$ cat src/core/tcgs_pkg.sv
// constants and state codes of the trigger clock gating sequencer
// Functional notes
// - a wake-up pretrigger is taken only while busy is low, else ignored.
// - after a taken pretrigger the quarter-rate sample clock runs for drift.
// - sampling continues 5.5 sample clocks after drift to drain the converter.
// - preprocessor gets one more sample clock before results count as ready.
// - at end of digitisation preprocessor clocks go full speed, 67 ns left.
// - at the 2.55 us mark fast clocks start processor and segment readout.
// - up to four candidates start one thread each when preprocessing ends.
// - processing and selection end 1.5 us after the processor starts.
// - segments leave in chamber order, at most 40 per chamber, rest dropped.
// - readout moves one word per fast clock cycle.
// - idle gates all digital clocks off; analogue side keeps running.
// - after segment readout, fast clocks stop and level-1 is awaited.
// - level-1 accept or reject re-enables clocks for cleanup, then idle.
// - the first 250 ns of drift may be discarded.
// - level-1 answer must come within the 500 ns after the 6 us decision.
// - all clocks derive from the reference clock synchronously.
// - trigger line high two or more clocks aborts and clears at any time.
package tcgs_pkg;
   localparam int CLK_NS      = 50;
   localparam int REF_DIV     = 4;
   localparam int PRETRIG_NS  = 100;
   localparam int DISCARD_NS  = 250;
   localparam int DRAIN_HALF  = 11;
   localparam int PP_NS       = 67;
   localparam int FAST_NS     = 2550;
   localparam int PROC_NS     = 1500;
   localparam int L1_LATE_NS  = 6500;
   localparam int CLEANUP_CNT = 16;
   localparam int MAX_SEG     = 40;
   localparam int FIFO_DEPTH  = 16;
   localparam int SEG_WIDTH   = 16;
   localparam int TMR_W       = 8;

   localparam int DISCARD_CYC =
      (DISCARD_NS - PRETRIG_NS + CLK_NS - 1) / CLK_NS;
   localparam int FAST_CYC    = (FAST_NS - PRETRIG_NS) / CLK_NS;
   localparam int PP_CYC      = (PP_NS + CLK_NS - 1) / CLK_NS;
   localparam int DRAIN_CYC   = (DRAIN_HALF * REF_DIV + 1) / 2;
   localparam int DIG_END_CYC = FAST_CYC - PP_CYC - REF_DIV;
   localparam int PP_CYC_MARK = DIG_END_CYC + REF_DIV;
   localparam int DRIFT_CYC   = DIG_END_CYC - DRAIN_CYC;
   localparam int PROC_END    = FAST_CYC + PROC_NS / CLK_NS;
   localparam int L1_LATE_CYC = (L1_LATE_NS - PRETRIG_NS) / CLK_NS;

   typedef enum logic [6:0]
   {
      S_IDLE    = 7'h01,
      S_SAMPLE  = 7'h02,
      S_PPFAST  = 7'h04,
      S_PROC    = 7'h08,
      S_SHIP    = 7'h10,
      S_STANDBY = 7'h20,
      S_CLEAN   = 7'h40
   } tcgs_state_t;
endpackage : tcgs_pkg

$ cat src/core/tcgs_sequencer.sv
// segment fifo and trigger clock gating sequencer
`timescale 1ns/1ps
`default_nettype none

module tcgs_fifo
   import tcgs_pkg::*;
#(
   parameter int WIDTH = SEG_WIDTH,
   parameter int DEPTH = FIFO_DEPTH
)
(
   input  wire logic             core_clk,
   input  wire logic             nrst,
   input  wire logic             flush,
   input  wire logic             in_valid,
   output var  logic             in_ready,
   input  wire logic [WIDTH-1:0] in_data,
   output var  logic             out_valid,
   input  wire logic             out_ready,
   output var  logic [WIDTH-1:0] out_data,
   output var  logic             mem_empty
);
   localparam int AW = $clog2(DEPTH);

   logic [WIDTH-1:0] mem [DEPTH];
   logic [AW-1:0]    wp_q, wp_d, rp_q, rp_d;
   logic [AW:0]      cnt_q, cnt_d;
   logic             ov_q, ov_d, rdy_q, rdy_d;
   logic [WIDTH-1:0] od_q, od_d;
   logic             push, pop;

   // pointers wrap naturally, so depth must be a power of two
   always_comb
   begin
      push  = in_valid && rdy_q;
      pop   = (cnt_q != '0) && (!ov_q || out_ready);
      wp_d  = push ? wp_q + 1'b1 : wp_q;
      rp_d  = pop ? rp_q + 1'b1 : rp_q;
      cnt_d = cnt_q;
      if (push && !pop)
         cnt_d = cnt_q + 1'b1;
      else if (pop && !push)
         cnt_d = cnt_q - 1'b1;
      ov_d  = pop ? 1'b1 : (out_ready ? 1'b0 : ov_q);
      od_d  = pop ? mem[rp_q] : od_q;
      rdy_d = cnt_d < (AW+1)'(DEPTH);
      if (flush)
      begin
         wp_d  = '0;
         rp_d  = '0;
         cnt_d = '0;
         ov_d  = 1'b0;
         rdy_d = 1'b1;
      end
   end

   always_ff @(posedge core_clk or negedge nrst)
   begin
      if (!nrst)
      begin
         wp_q  <= '0;
         rp_q  <= '0;
         cnt_q <= '0;
         ov_q  <= 1'b0;
         od_q  <= '0;
         rdy_q <= 1'b1;
      end
      else
      begin
         wp_q  <= wp_d;
         rp_q  <= rp_d;
         cnt_q <= cnt_d;
         ov_q  <= ov_d;
         od_q  <= od_d;
         rdy_q <= rdy_d;
      end
   end

   always_ff @(posedge core_clk)
   begin
      if (push)
         mem[wp_q] <= in_data;
   end

   assign in_ready  = rdy_q;
   assign out_valid = ov_q;
   assign out_data  = od_q;
   assign mem_empty = (cnt_q == '0);
endmodule : tcgs_fifo

module tcgs_sequencer
   import tcgs_pkg::*;
#(
   parameter int WIDTH   = SEG_WIDTH,
   parameter int DEPTH   = FIFO_DEPTH,
   parameter int SEG_MAX = MAX_SEG
)
(
   input  wire logic             core_clk,
   input  wire logic             nrst,
   input  wire logic             trigger_input_line,
   input  wire logic [3:0]       cand_valid,
   input  wire logic             seg_valid,
   input  wire logic             seg_last,
   input  wire logic [WIDTH-1:0] seg_data,
   output var  logic             seg_ready,
   output var  logic             out_valid,
   output var  logic [WIDTH-1:0] out_data,
   input  wire logic             out_ready,
   output var  logic             busy,
   output var  logic             sample_clk_en,
   output var  logic             sample_tick,
   output var  logic             adc_keep,
   output var  logic             pp_fast_en,
   output var  logic             fast_clk_en,
   output var  logic [3:0]       thread_start,
   output var  logic             level1_accept,
   output var  logic             level1_reject,
   output var  logic             cleanup
);
   tcgs_state_t      st_q, st_d;
   logic             trg_m_q, trg_s_q;
   logic [1:0]       len_q, len_d;
   logic [TMR_W-1:0] tmr_q, tmr_d;
   logic [1:0]       div_q, div_d;
   logic [5:0]       seg_cnt_q, seg_cnt_d;
   logic             busy_q, busy_d, samp_q, samp_d, tick_q, tick_d;
   logic             keep_q, keep_d, ppf_q, ppf_d, fast_q, fast_d;
   logic [3:0]       thr_q, thr_d;
   logic             l1a_q, l1a_d, l1r_q, l1r_d, cln_q, cln_d;
   logic             rise, pulse1, clr, flush, seg_hs, f_push;
   logic             f_rdy, f_ov, f_empty;
   logic [WIDTH-1:0] f_od;

   function automatic logic at_mark(input logic [TMR_W-1:0] t,
                                    input int m);
      at_mark = (t == TMR_W'(m));
   endfunction : at_mark

   // trigger line arrives from the distribution network, off-domain
   always_ff @(posedge core_clk or negedge nrst)
   begin
      if (!nrst)
      begin
         trg_m_q <= 1'b0;
         trg_s_q <= 1'b0;
      end
      else
      begin
         trg_m_q <= trigger_input_line;
         trg_s_q <= trg_m_q;
      end
   end

   always_comb
   begin
      len_d  = trg_s_q ? ((len_q == 2'h2) ? len_q : len_q + 1'b1) : 2'h0;
      rise   = trg_s_q && (len_q == 2'h0);
      pulse1 = !trg_s_q && (len_q == 2'h1);
      clr    = trg_s_q && (len_q != 2'h0);
      seg_hs = seg_valid && f_rdy && (st_q == S_PROC);
      f_push = seg_hs && (seg_cnt_q < 6'(SEG_MAX));
      seg_cnt_d = seg_cnt_q;
      if (seg_hs)
         seg_cnt_d = seg_last ? 6'h00 : (f_push ? seg_cnt_q + 1'b1 : seg_cnt_q);
      st_d  = st_q;
      tmr_d = (tmr_q == '1) ? tmr_q : tmr_q + 1'b1;
      thr_d = 4'h0;
      l1a_d = 1'b0;
      l1r_d = 1'b0;
      flush = 1'b0;
      unique case (st_q)
         S_IDLE:
         begin
            tmr_d = '0;
            if (rise && !busy_q)
               st_d = S_SAMPLE;
         end
         S_SAMPLE:
            if (at_mark(tmr_q, PP_CYC_MARK))
               st_d = S_PPFAST;
         S_PPFAST:
            if (at_mark(tmr_q, FAST_CYC))
            begin
               st_d  = S_PROC;
               thr_d = cand_valid;
            end
         S_PROC:
            if (at_mark(tmr_q, PROC_END))
               st_d = S_SHIP;
         S_SHIP:
            if (!f_ov && f_empty)
               st_d = S_STANDBY;
         S_STANDBY:
            if (pulse1)
            begin
               st_d  = S_CLEAN;
               l1a_d = 1'b1;
               tmr_d = '0;
            end
            else if (at_mark(tmr_q, L1_LATE_CYC))
            begin
               st_d  = S_CLEAN;
               l1r_d = 1'b1;
               tmr_d = '0;
            end
         S_CLEAN:
            if (at_mark(tmr_q, CLEANUP_CNT))
            begin
               st_d  = S_IDLE;
               flush = 1'b1;
            end
         default:
            st_d = S_IDLE;
      endcase
      if (clr)
      begin
         st_d  = S_IDLE;
         flush = 1'b1;
         thr_d = 4'h0;
         l1a_d = 1'b0;
         l1r_d = 1'b0;
         seg_cnt_d = 6'h00;
      end
      busy_d = (st_d != S_IDLE);
      // idle leaves every gate off; analogue chain is never gated here
      samp_d = (st_d == S_SAMPLE) || (st_d == S_CLEAN);
      ppf_d  = (st_d == S_PPFAST) || (st_d == S_CLEAN);
      fast_d = (st_d == S_PROC) || (st_d == S_SHIP)
               || (st_d == S_CLEAN);
      cln_d  = (st_d == S_CLEAN);
      // sample rate is a divided enable, keeps phase with the reference
      div_d  = samp_d ? div_q + 1'b1 : 2'h0;
      tick_d = samp_d && (div_q == 2'(REF_DIV - 1));
      keep_d = (st_d == S_SAMPLE) && (tmr_d >= TMR_W'(DISCARD_CYC))
               && (tmr_d < TMR_W'(DIG_END_CYC));
   end

   always_ff @(posedge core_clk or negedge nrst)
   begin
      if (!nrst)
      begin
         st_q      <= S_IDLE;
         len_q     <= 2'h0;
         tmr_q     <= '0;
         div_q     <= 2'h0;
         seg_cnt_q <= 6'h00;
         busy_q    <= 1'b0;
         samp_q    <= 1'b0;
         tick_q    <= 1'b0;
         keep_q    <= 1'b0;
         ppf_q     <= 1'b0;
         fast_q    <= 1'b0;
         thr_q     <= 4'h0;
         l1a_q     <= 1'b0;
         l1r_q     <= 1'b0;
         cln_q     <= 1'b0;
      end
      else
      begin
         st_q      <= st_d;
         len_q     <= len_d;
         tmr_q     <= tmr_d;
         div_q     <= div_d;
         seg_cnt_q <= seg_cnt_d;
         busy_q    <= busy_d;
         samp_q    <= samp_d;
         tick_q    <= tick_d;
         keep_q    <= keep_d;
         ppf_q     <= ppf_d;
         fast_q    <= fast_d;
         thr_q     <= thr_d;
         l1a_q     <= l1a_d;
         l1r_q     <= l1r_d;
         cln_q     <= cln_d;
      end
   end

   // link drains one word per enabled cycle, stalls back to the processor
   tcgs_fifo #(
      .WIDTH (WIDTH),
      .DEPTH (DEPTH)
   ) u_fifo (
      .core_clk  (core_clk),
      .nrst      (nrst),
      .flush     (flush),
      .in_valid  (f_push),
      .in_ready  (f_rdy),
      .in_data   (seg_data),
      .out_valid (f_ov),
      .out_ready (out_ready && fast_q),
      .out_data  (f_od),
      .mem_empty (f_empty)
   );

   assign seg_ready     = f_rdy;
   assign out_valid     = f_ov;
   assign out_data      = f_od;
   assign busy          = busy_q;
   assign sample_clk_en = samp_q;
   assign sample_tick   = tick_q;
   assign adc_keep      = keep_q;
   assign pp_fast_en    = ppf_q;
   assign fast_clk_en   = fast_q;
   assign thread_start  = thr_q;
   assign level1_accept = l1a_q;
   assign level1_reject = l1r_q;
   assign cleanup       = cln_q;
endmodule : tcgs_sequencer

`default_nettype wire

$ cat config.mk
export PLATFORM = sky130hd
export DESIGN_NAME = tcgs_sequencer
export DESIGN_NICKNAME = d
export VERILOG_FILES = /design/src/core/tcgs_pkg.sv /design/src/core/tcgs_sequencer.sv
export SDC_FILE = /design/constraint.sdc
export NUM_CORES = 1
export LEC_CHECK = 0
export ABC_CLOCK_PERIOD_IN_PS = 4500
export CORE_UTILIZATION = 60
export DETAILED_ROUTE_END_ITERATION = 8
export DONT_BUFFER_PORTS = 1
export GPL_ROUTABILITY_DRIVEN = 0
export PLACE_DENSITY = 0.81
export SKIP_CTS_REPAIR_TIMING = 1
export SLEW_MARGIN = 15
export SYNTH_ARGS = -nofsm -noshare
export SYNTH_HDL_FRONTEND = slang
export SYNTH_SLANG_ARGS = --single-unit
$ cat constraint.sdc
create_clock -name core_clk -period 4.5 [get_ports core_clk]
set_input_delay 0 -clock core_clk [delete_from_list [all_inputs] [get_ports core_clk]]
set_output_delay 0 -clock core_clk [all_outputs]
set_load 0.005 [all_outputs]
==> impl_metrics.json, run 1 <==
{
  "cts-htree-levels": 1,
  "rrSetupSlack_ps": 1400,
  "cp_max_fo": 16,
  "multi_input_area_um2": 3730,
  "min_period_ps": 3100,
  "path_cells": "nor3_4, nand4_1, nor2_1, and3_1",
  "core_um2": 21800,
  "maxSlewHeadroom_pct": 19.5,
  "die_h_um": 151,
  "critPathCaptureType": "register",
  "ys_ff_latch": 327,
  "cp-start-kind": "register",
  "die_w_um": 151,
  "yosysTopAreaCell": "edfxtp_1",
  "fillers": 1324,
  "timing.hold.ws_ps": -11.9,
  "grt_usage_pct": 25.5,
  "setup-violations-final": 0,
  "avgSynthCellArea_um2": 17.5,
  "rr_endpoint": "u_fifo.mem[9][7]",
  "synth.distinct_cells": 66,
  "cts_buffers": 31,
  "vias": 7350,
  "grt_max_degree": 72,
  "drive_above_1_share_pct": 19.8,
  "crit_type": "reg2reg",
  "yosysWarnings": 0,
  "first_global_vias": 7231,
  "route.detailed.drc": 0,
  "drt_wl_total_um": 28400,
  "skew_ps": 14.6,
  "dp_hpwl_um": 16900,
  "io_pins": 57,
  "nNetsFinal": 855,
  "worstMarginPinSlew_ps": 1210,
  "tns_ps": 0,
  "dr.pass1.iters": 5,
  "ys_top_cells_by_count": "256 x edfxtp_1, 69 x dfrtp_1, 64 x mux4_2",
  "p_per_area_nw_per_um2": 513,
  "ys_async_sr_fraction_pct": 21.7,
  "critPathRequiredTime_ps": 4690,
  "cts_tree": "yes",
  "syn_area_um2": 13400,
  "regArea_um2": 9470,
  "clockBufferDepth": 3,
  "reg2reg_depth": 4,
  "power.leakage_uw": 0.00524,
  "insertion_delay_ps": 570,
  "ys.flop_type": "edfxtp_1",
  "outcome": "finished with violations",
  "drtIter0Drc": 715,
  "yosysMostFrequentCell": "edfxtp_1",
  "synth_edf_count": 256,
  "wl_per_cell_um": 25.4,
  "grt_remaining_overflow": 0,
  "initial_utilization_pct": 61.4,
  "yosysSeqAreaShare_pct": 70.7,
  "dpl_cell_area_um2": 13800,
  "drv_cap": 0,
  "synth_area_leaders": "edfxtp_1 57%, dfrtp_1 13%, mux4_2 11%",
  "vdd_drop_max_uv": 375,
  "synth_fp_nets": 808,
  "clkSinkCount": 327,
  "failed_checks": "negative hold slack",
  "cpPeakStageDelay_ps": 800,
  "min_period_over_period_pct": 68.8,
  "path_clk_slew_ps": 60,
  "num_rows": 54,
  "fmax_ghz": 0.323,
  "via_per_inst": 6.57,
  "hold_viol": 24,
  "finish.instance_area_um2": 15100,
  "antenna_found_initial": 1,
  "min_path_type": "in2async",
  "maxSlewViolCount": 0,
  "portBuffers": 0,
  "drtAntennaViolNets": 0,
  "arrival_ps": 3280,
  "die-area_um2": 22900,
  "slowest_stage": "and3_1",
  "synth_top_area_share_pct": 57.4,
  "grt_pass1_wl_um": 42400,
  "rsz0062_at_grt": "false",
  "root_buffer": "clkbuf_16",
  "syn_to_final_growth_pct": 12.7,
  "syn_inst": 766,
  "r2r-start": "st_q[4]"
}
==> worst max path at each step <==
stage | startpoint | end | cells after the start
after floorplan | u_fifo.in_ready | u_fifo.mem[3][0] | 4
after global placement | st_q[4] | u_fifo.mem[10][11] | 4
after detailed placement | st_q[4] | u_fifo.mem[9][11] | 4
after CTS | st_q[4] | u_fifo.mem[9][15] | 4
after global routing | st_q[4] | u_fifo.mem[9][7] | 4
final | st_q[4] | u_fifo.mem[9][7] | 4
==> logic make-up after synthesis <==
logic type	Yosys count	share of synthesized area, %
mux	101	13.5
xor+xnor	13	0.850
flops	327	70.7
simple gates	169	7.04
buf+inv	51	1.81
fa+ha+maj	16	1.49
compound gates	89	4.59
==> power breakdown <==
part / internal, uW / leakage (uW) / switching [uW]
Clock: 1480 / 0.000497 / 1100
Sequential: 3410 / 0.00323 / 308
Combinational: 744 / 0.00151 / 712
Total: 5630 / 0.00524 / 2120
==> layer usage <==
metal | track usage (%) | vias to the layer above | share of wire [%]
met1 | 34.6 | 3786 | 38
met4 | 8.05 | 0 | 2.8
met2 | 42.8 | 380 | 51
met3 | 3.89 | 59 | 7.6
met5 | 0 | - | 0
li1 | - | 3125 | -
==> layout by cell type, fill, tap and decap left out, types with 7 or more instances in the layout <==
cell / Yosys / layout
xnor2_1: 7 / 7
dlygate4sd3_1: 0 / 25
mux2i_1: 36 / 36
inv_1: 14 / 14
nand2_1: 23 / 23
nor2_1: 45 / 45
o22ai_1: 17 / 17
dfrtp_1: 69 / 66
clkbuf_16: 0 / 31
buf_4: 0 / 25
nand3_1: 18 / 18
o21ai_0: 12 / 12
nand4_1: 7 / 7
ha_1: 16 / 16
edfxtp_1: 256 / 256
a21o_1: 19 / 19
nor3_1: 12 / 8
mux4_2: 64 / 64
clkbuf_1: 17 / 8
a21oi_1: 17 / 17
==> stage by stage <==
| stage | hold WS, ps | utilization (%) | total power [uW] | setup WS [ps] | instances |
|---|---|---|---|---|---|
| after global routing | 16.5 | 69.2 | 8060 | 1280 | 1119 |
| after floorplan | -296 | - | 4830 | 1380 | 766 |
| after CTS | -889 | 67.9 | 7730 | 1490 | 1092 |
| after global placement | -293 | 63.2 | 5100 | 1770 | 1034 |
| after detailed placement | -293 | 63.2 | 5170 | 1580 | 1034 |
| final | -11.9 | 69.2 | 7750 | 1400 | 1119 |
==> state kept, by name, indices dropped and copies added (netlist names), 2 cells and up <==
register	count
div_q	2
thread_start	4
u_fifo.out_data	16
u_fifo.rp_q	4
u_fifo.wp_q	4
len_q	2
u_fifo.cnt_q	5
st_q	7
seg_cnt_q	6
u_fifo.mem	256
tmr_q	8
==> final cells by class <==
| class | count | share of cell area (%) |
|---|---|---|
| well taps | 280 | 2.32 |
| clock inverters | 14 | 0.986 |
| multi-input cells | 388 | 24.7 |
| clock buffers | 44 | 5.79 |
| inverters | 14 | 0.348 |
| diodes | 1 | 0.0166 |
| repair buffers | 51 | 3.08 |
| flip-flops and latches | 327 | 62.7 |
==> worst max-delay path: cells and delay by family, from the launching register on <==
kind / cells / cell delay [ps]
AND/OR/NAND/NOR: 4 / 2240
flip-flops: 1 / 460
(Power assumes the default switching activity.)
==> run 2: changes to the inputs <==
--- a/config.mk
+++ b/config.mk
@@ -5,7 +5,7 @@
 export SDC_FILE = /design/constraint.sdc
 export NUM_CORES = 1
 export LEC_CHECK = 0
-export ABC_CLOCK_PERIOD_IN_PS = 4500
+export ABC_CLOCK_PERIOD_IN_PS = 3200
 export CORE_UTILIZATION = 60
 export DETAILED_ROUTE_END_ITERATION = 8
 export DONT_BUFFER_PORTS = 1
==> constraint.sdc (replaced) <==
create_clock -name core_clk -period 3.2 [get_ports core_clk]
set_input_delay 0 -clock core_clk [delete_from_list [all_inputs] [get_ports core_clk]]
set_output_delay 0 -clock core_clk [all_outputs]
set_load 0.005 [all_outputs]
==> impl_metrics.json, run 2 (synthesis results as in run 1) <==
{
  "grt_usage_pct": 26.3,
  "cts_tree": "yes",
  "setup_slack_ps": 410,
  "largest_reg_flops": 256,
  "num_rows": 54,
  "pre_cts_ws_ps": 578,
  "crit_type": "reg2reg",
  "path_delay_family": "simple AND/OR/NAND/NOR gates",
  "maxSlewHeadroom_pct": 29.7,
  "largest-register": "u_fifo.mem",
  "r2r-start": "u_fifo.cnt_q[0]",
  "route.detailed.drc": 0,
  "failed_checks": "negative hold slack",
  "via_per_inst": 6.55,
  "vias": 7367,
  "grt_max_degree": 72,
  "grt_pass1_wl_um": 43400,
  "grt_remaining_overflow": 0,
  "share_seq_of_total_power_pct": 46.0,
  "rrSetupSlack_ps": 410,
  "dpl_cell_area_um2": 13900,
  "timing.hold.ws_ps": -3.79,
  "startpoint": "u_fifo.cnt_q[0]",
  "p_per_area_nw_per_um2": 732,
  "power.leakage_uw": 0.00530,
  "path_clk_slew_ps": 70,
  "intPower_uw": 8160,
  "slowest_stage": "nand2_1",
  "drtAntennaViolNets": 0,
  "clockPowerShare_pct": 34.2,
  "endpoint": "u_fifo.out_data[11]",
  "dp_hpwl_um": 17100,
  "clkSinkCount": 327,
  "critPathRequiredTime_ps": 3660,
  "critPathCaptureType": "register",
  "nNetsFinal": 860,
  "outcome": "finished with violations",
  "dr.pass1.iters": 5,
  "arrival_ps": 3250,
  "path_depth": 7,
  "rr_endpoint": "u_fifo.out_data[11]",
  "cts-htree-levels": 1,
  "io_pins": 57,
  "die_h_um": 151,
  "hold_viol": 14,
  "clockBufferDepth": 3,
  "min_period_over_period_pct": 87.2,
  "vdd_drop_max_uv": 578,
  "wl_per_cell_um": 25.8,
  "root_buffer": "clkbuf_16",
  "drt_wl_total_um": 29000,
  "cts_buffers": 31,
  "drv_cap": 0,
  "worstMarginPinSlew_ps": 1050,
  "first_global_vias": 7426,
  "portBuffers": 0,
  "dpl.cell_count": 1039,
  "layout_common_cells": "256 x edfxtp_1, 66 x dfrtp_1, 64 x mux4_2",
  "cpPeakStageDelay_ps": 690,
  "fmax_ghz": 0.358,
  "core_um2": 21800,
  "min_path_type": "in2async",
  "crit_buf_inv": 1,
  "drive_above_1_share_pct": 20.4,
  "final_common_cell": "edfxtp_1",
  "swShare_pct": 26.8,
  "min_period_ps": 2790,
  "insertion_delay_ps": 570,
  "syn_to_final_growth_pct": 13.8,
  "die-area_um2": 22900,
  "setup-violations-final": 0,
  "finish.instance_area_um2": 15200,
  "cp-start-kind": "register",
  "initial_utilization_pct": 61.4,
  "tns_ps": 0,
  "antenna_found_initial": 1,
  "p_sw_uw": 2990,
  "p_comb_share_pct": 19.9,
  "maxSlewViolCount": 0,
  "utilization_pct": 69.9,
  "cp_max_fo": 16,
  "rsz0062_at_grt": "false",
  "reg2reg_depth": 7,
  "path_cells": "inv_1, ha_1, nor4b_1, nor2_1, nand2_1, o22ai_1, a21o_1",
  "skew_ps": 14.1,
  "drtIter0Drc": 724,
  "stdcell_count": 1124,
  "die_w_um": 151
}
[run 2: cell types whose count changed in the layout (fill, tap and decap cells not counted), moves of 2 or more]
cell / change
buf_12: +4
clkbuf_8: +2
bufinv_16: +2
clkinv_2: -2
clkinvlp_4: +2
clkinv_4: -2
[run 2: stage by stage]
stage / total power [uW] / hold WS, ps
4_1_cts: 11100 / -894
6_report: 11200 / -3.79
2_1_floorplan: 6790 / -296
3_5_place_dp: 7340 / -293
3_3_place_gp: 7230 / -294
5_1_grt: 11600 / 9.41
[run 2: power groups by stage]
stage / logic, uW / clock network, uW / registers (uW)
finish: 2220 / 3810 / 5130
CTS: 2140 / 3860 / 5130
global route: 2400 / 4020 / 5160
detailed placement: 2120 / 0 / 5220
floorplan: 1770 / 0 / 5020
global placement: 2020 / 0 / 5200
[run 2: routing by layer]
layer  routed length [um]  vias up  global-route usage [%]
li1                     -     3136                       -
met1                10800     3782                    34.4
met2                14800      377                    43.9
met3                 2210       72                    4.46
met4                 1120        0                    10.8
met5                    0        -                       0
[run 2: area by class of cell]
class	count	area, um^2
sequential	327	9470
inverter	14	52.6
clock buffer	45	898
antenna	1	2.50
multi-input combinational	388	3730
fill	1288	6580
timing repair buffer	56	553
tap	280	350
clock inverter	13	188
[run 2: worst min path at each step]
stage                                     end  startpoint  depth (start not counted)  slack [ps]
final                                len_q[1]        nrst                          2          -4
after global routing                 len_q[1]        nrst                          2           9
after CTS                 u_fifo.out_data[10]        nrst                          0        -890
after detailed placement             div_q[1]        nrst                          0        -290
after global placement               len_q[0]        nrst                          0        -290
after floorplan                      adc_keep        nrst                          0        -300
[run 2: worst register-to-register path, cell delays in order, from the launching register on]
cell and delay [ps]:
dfrtp_1 450, inv_1 130, ha_1 160, nor4b_1 550, nor2_1 320, nand2_1 690, o22ai_1 180, a21o_1 210
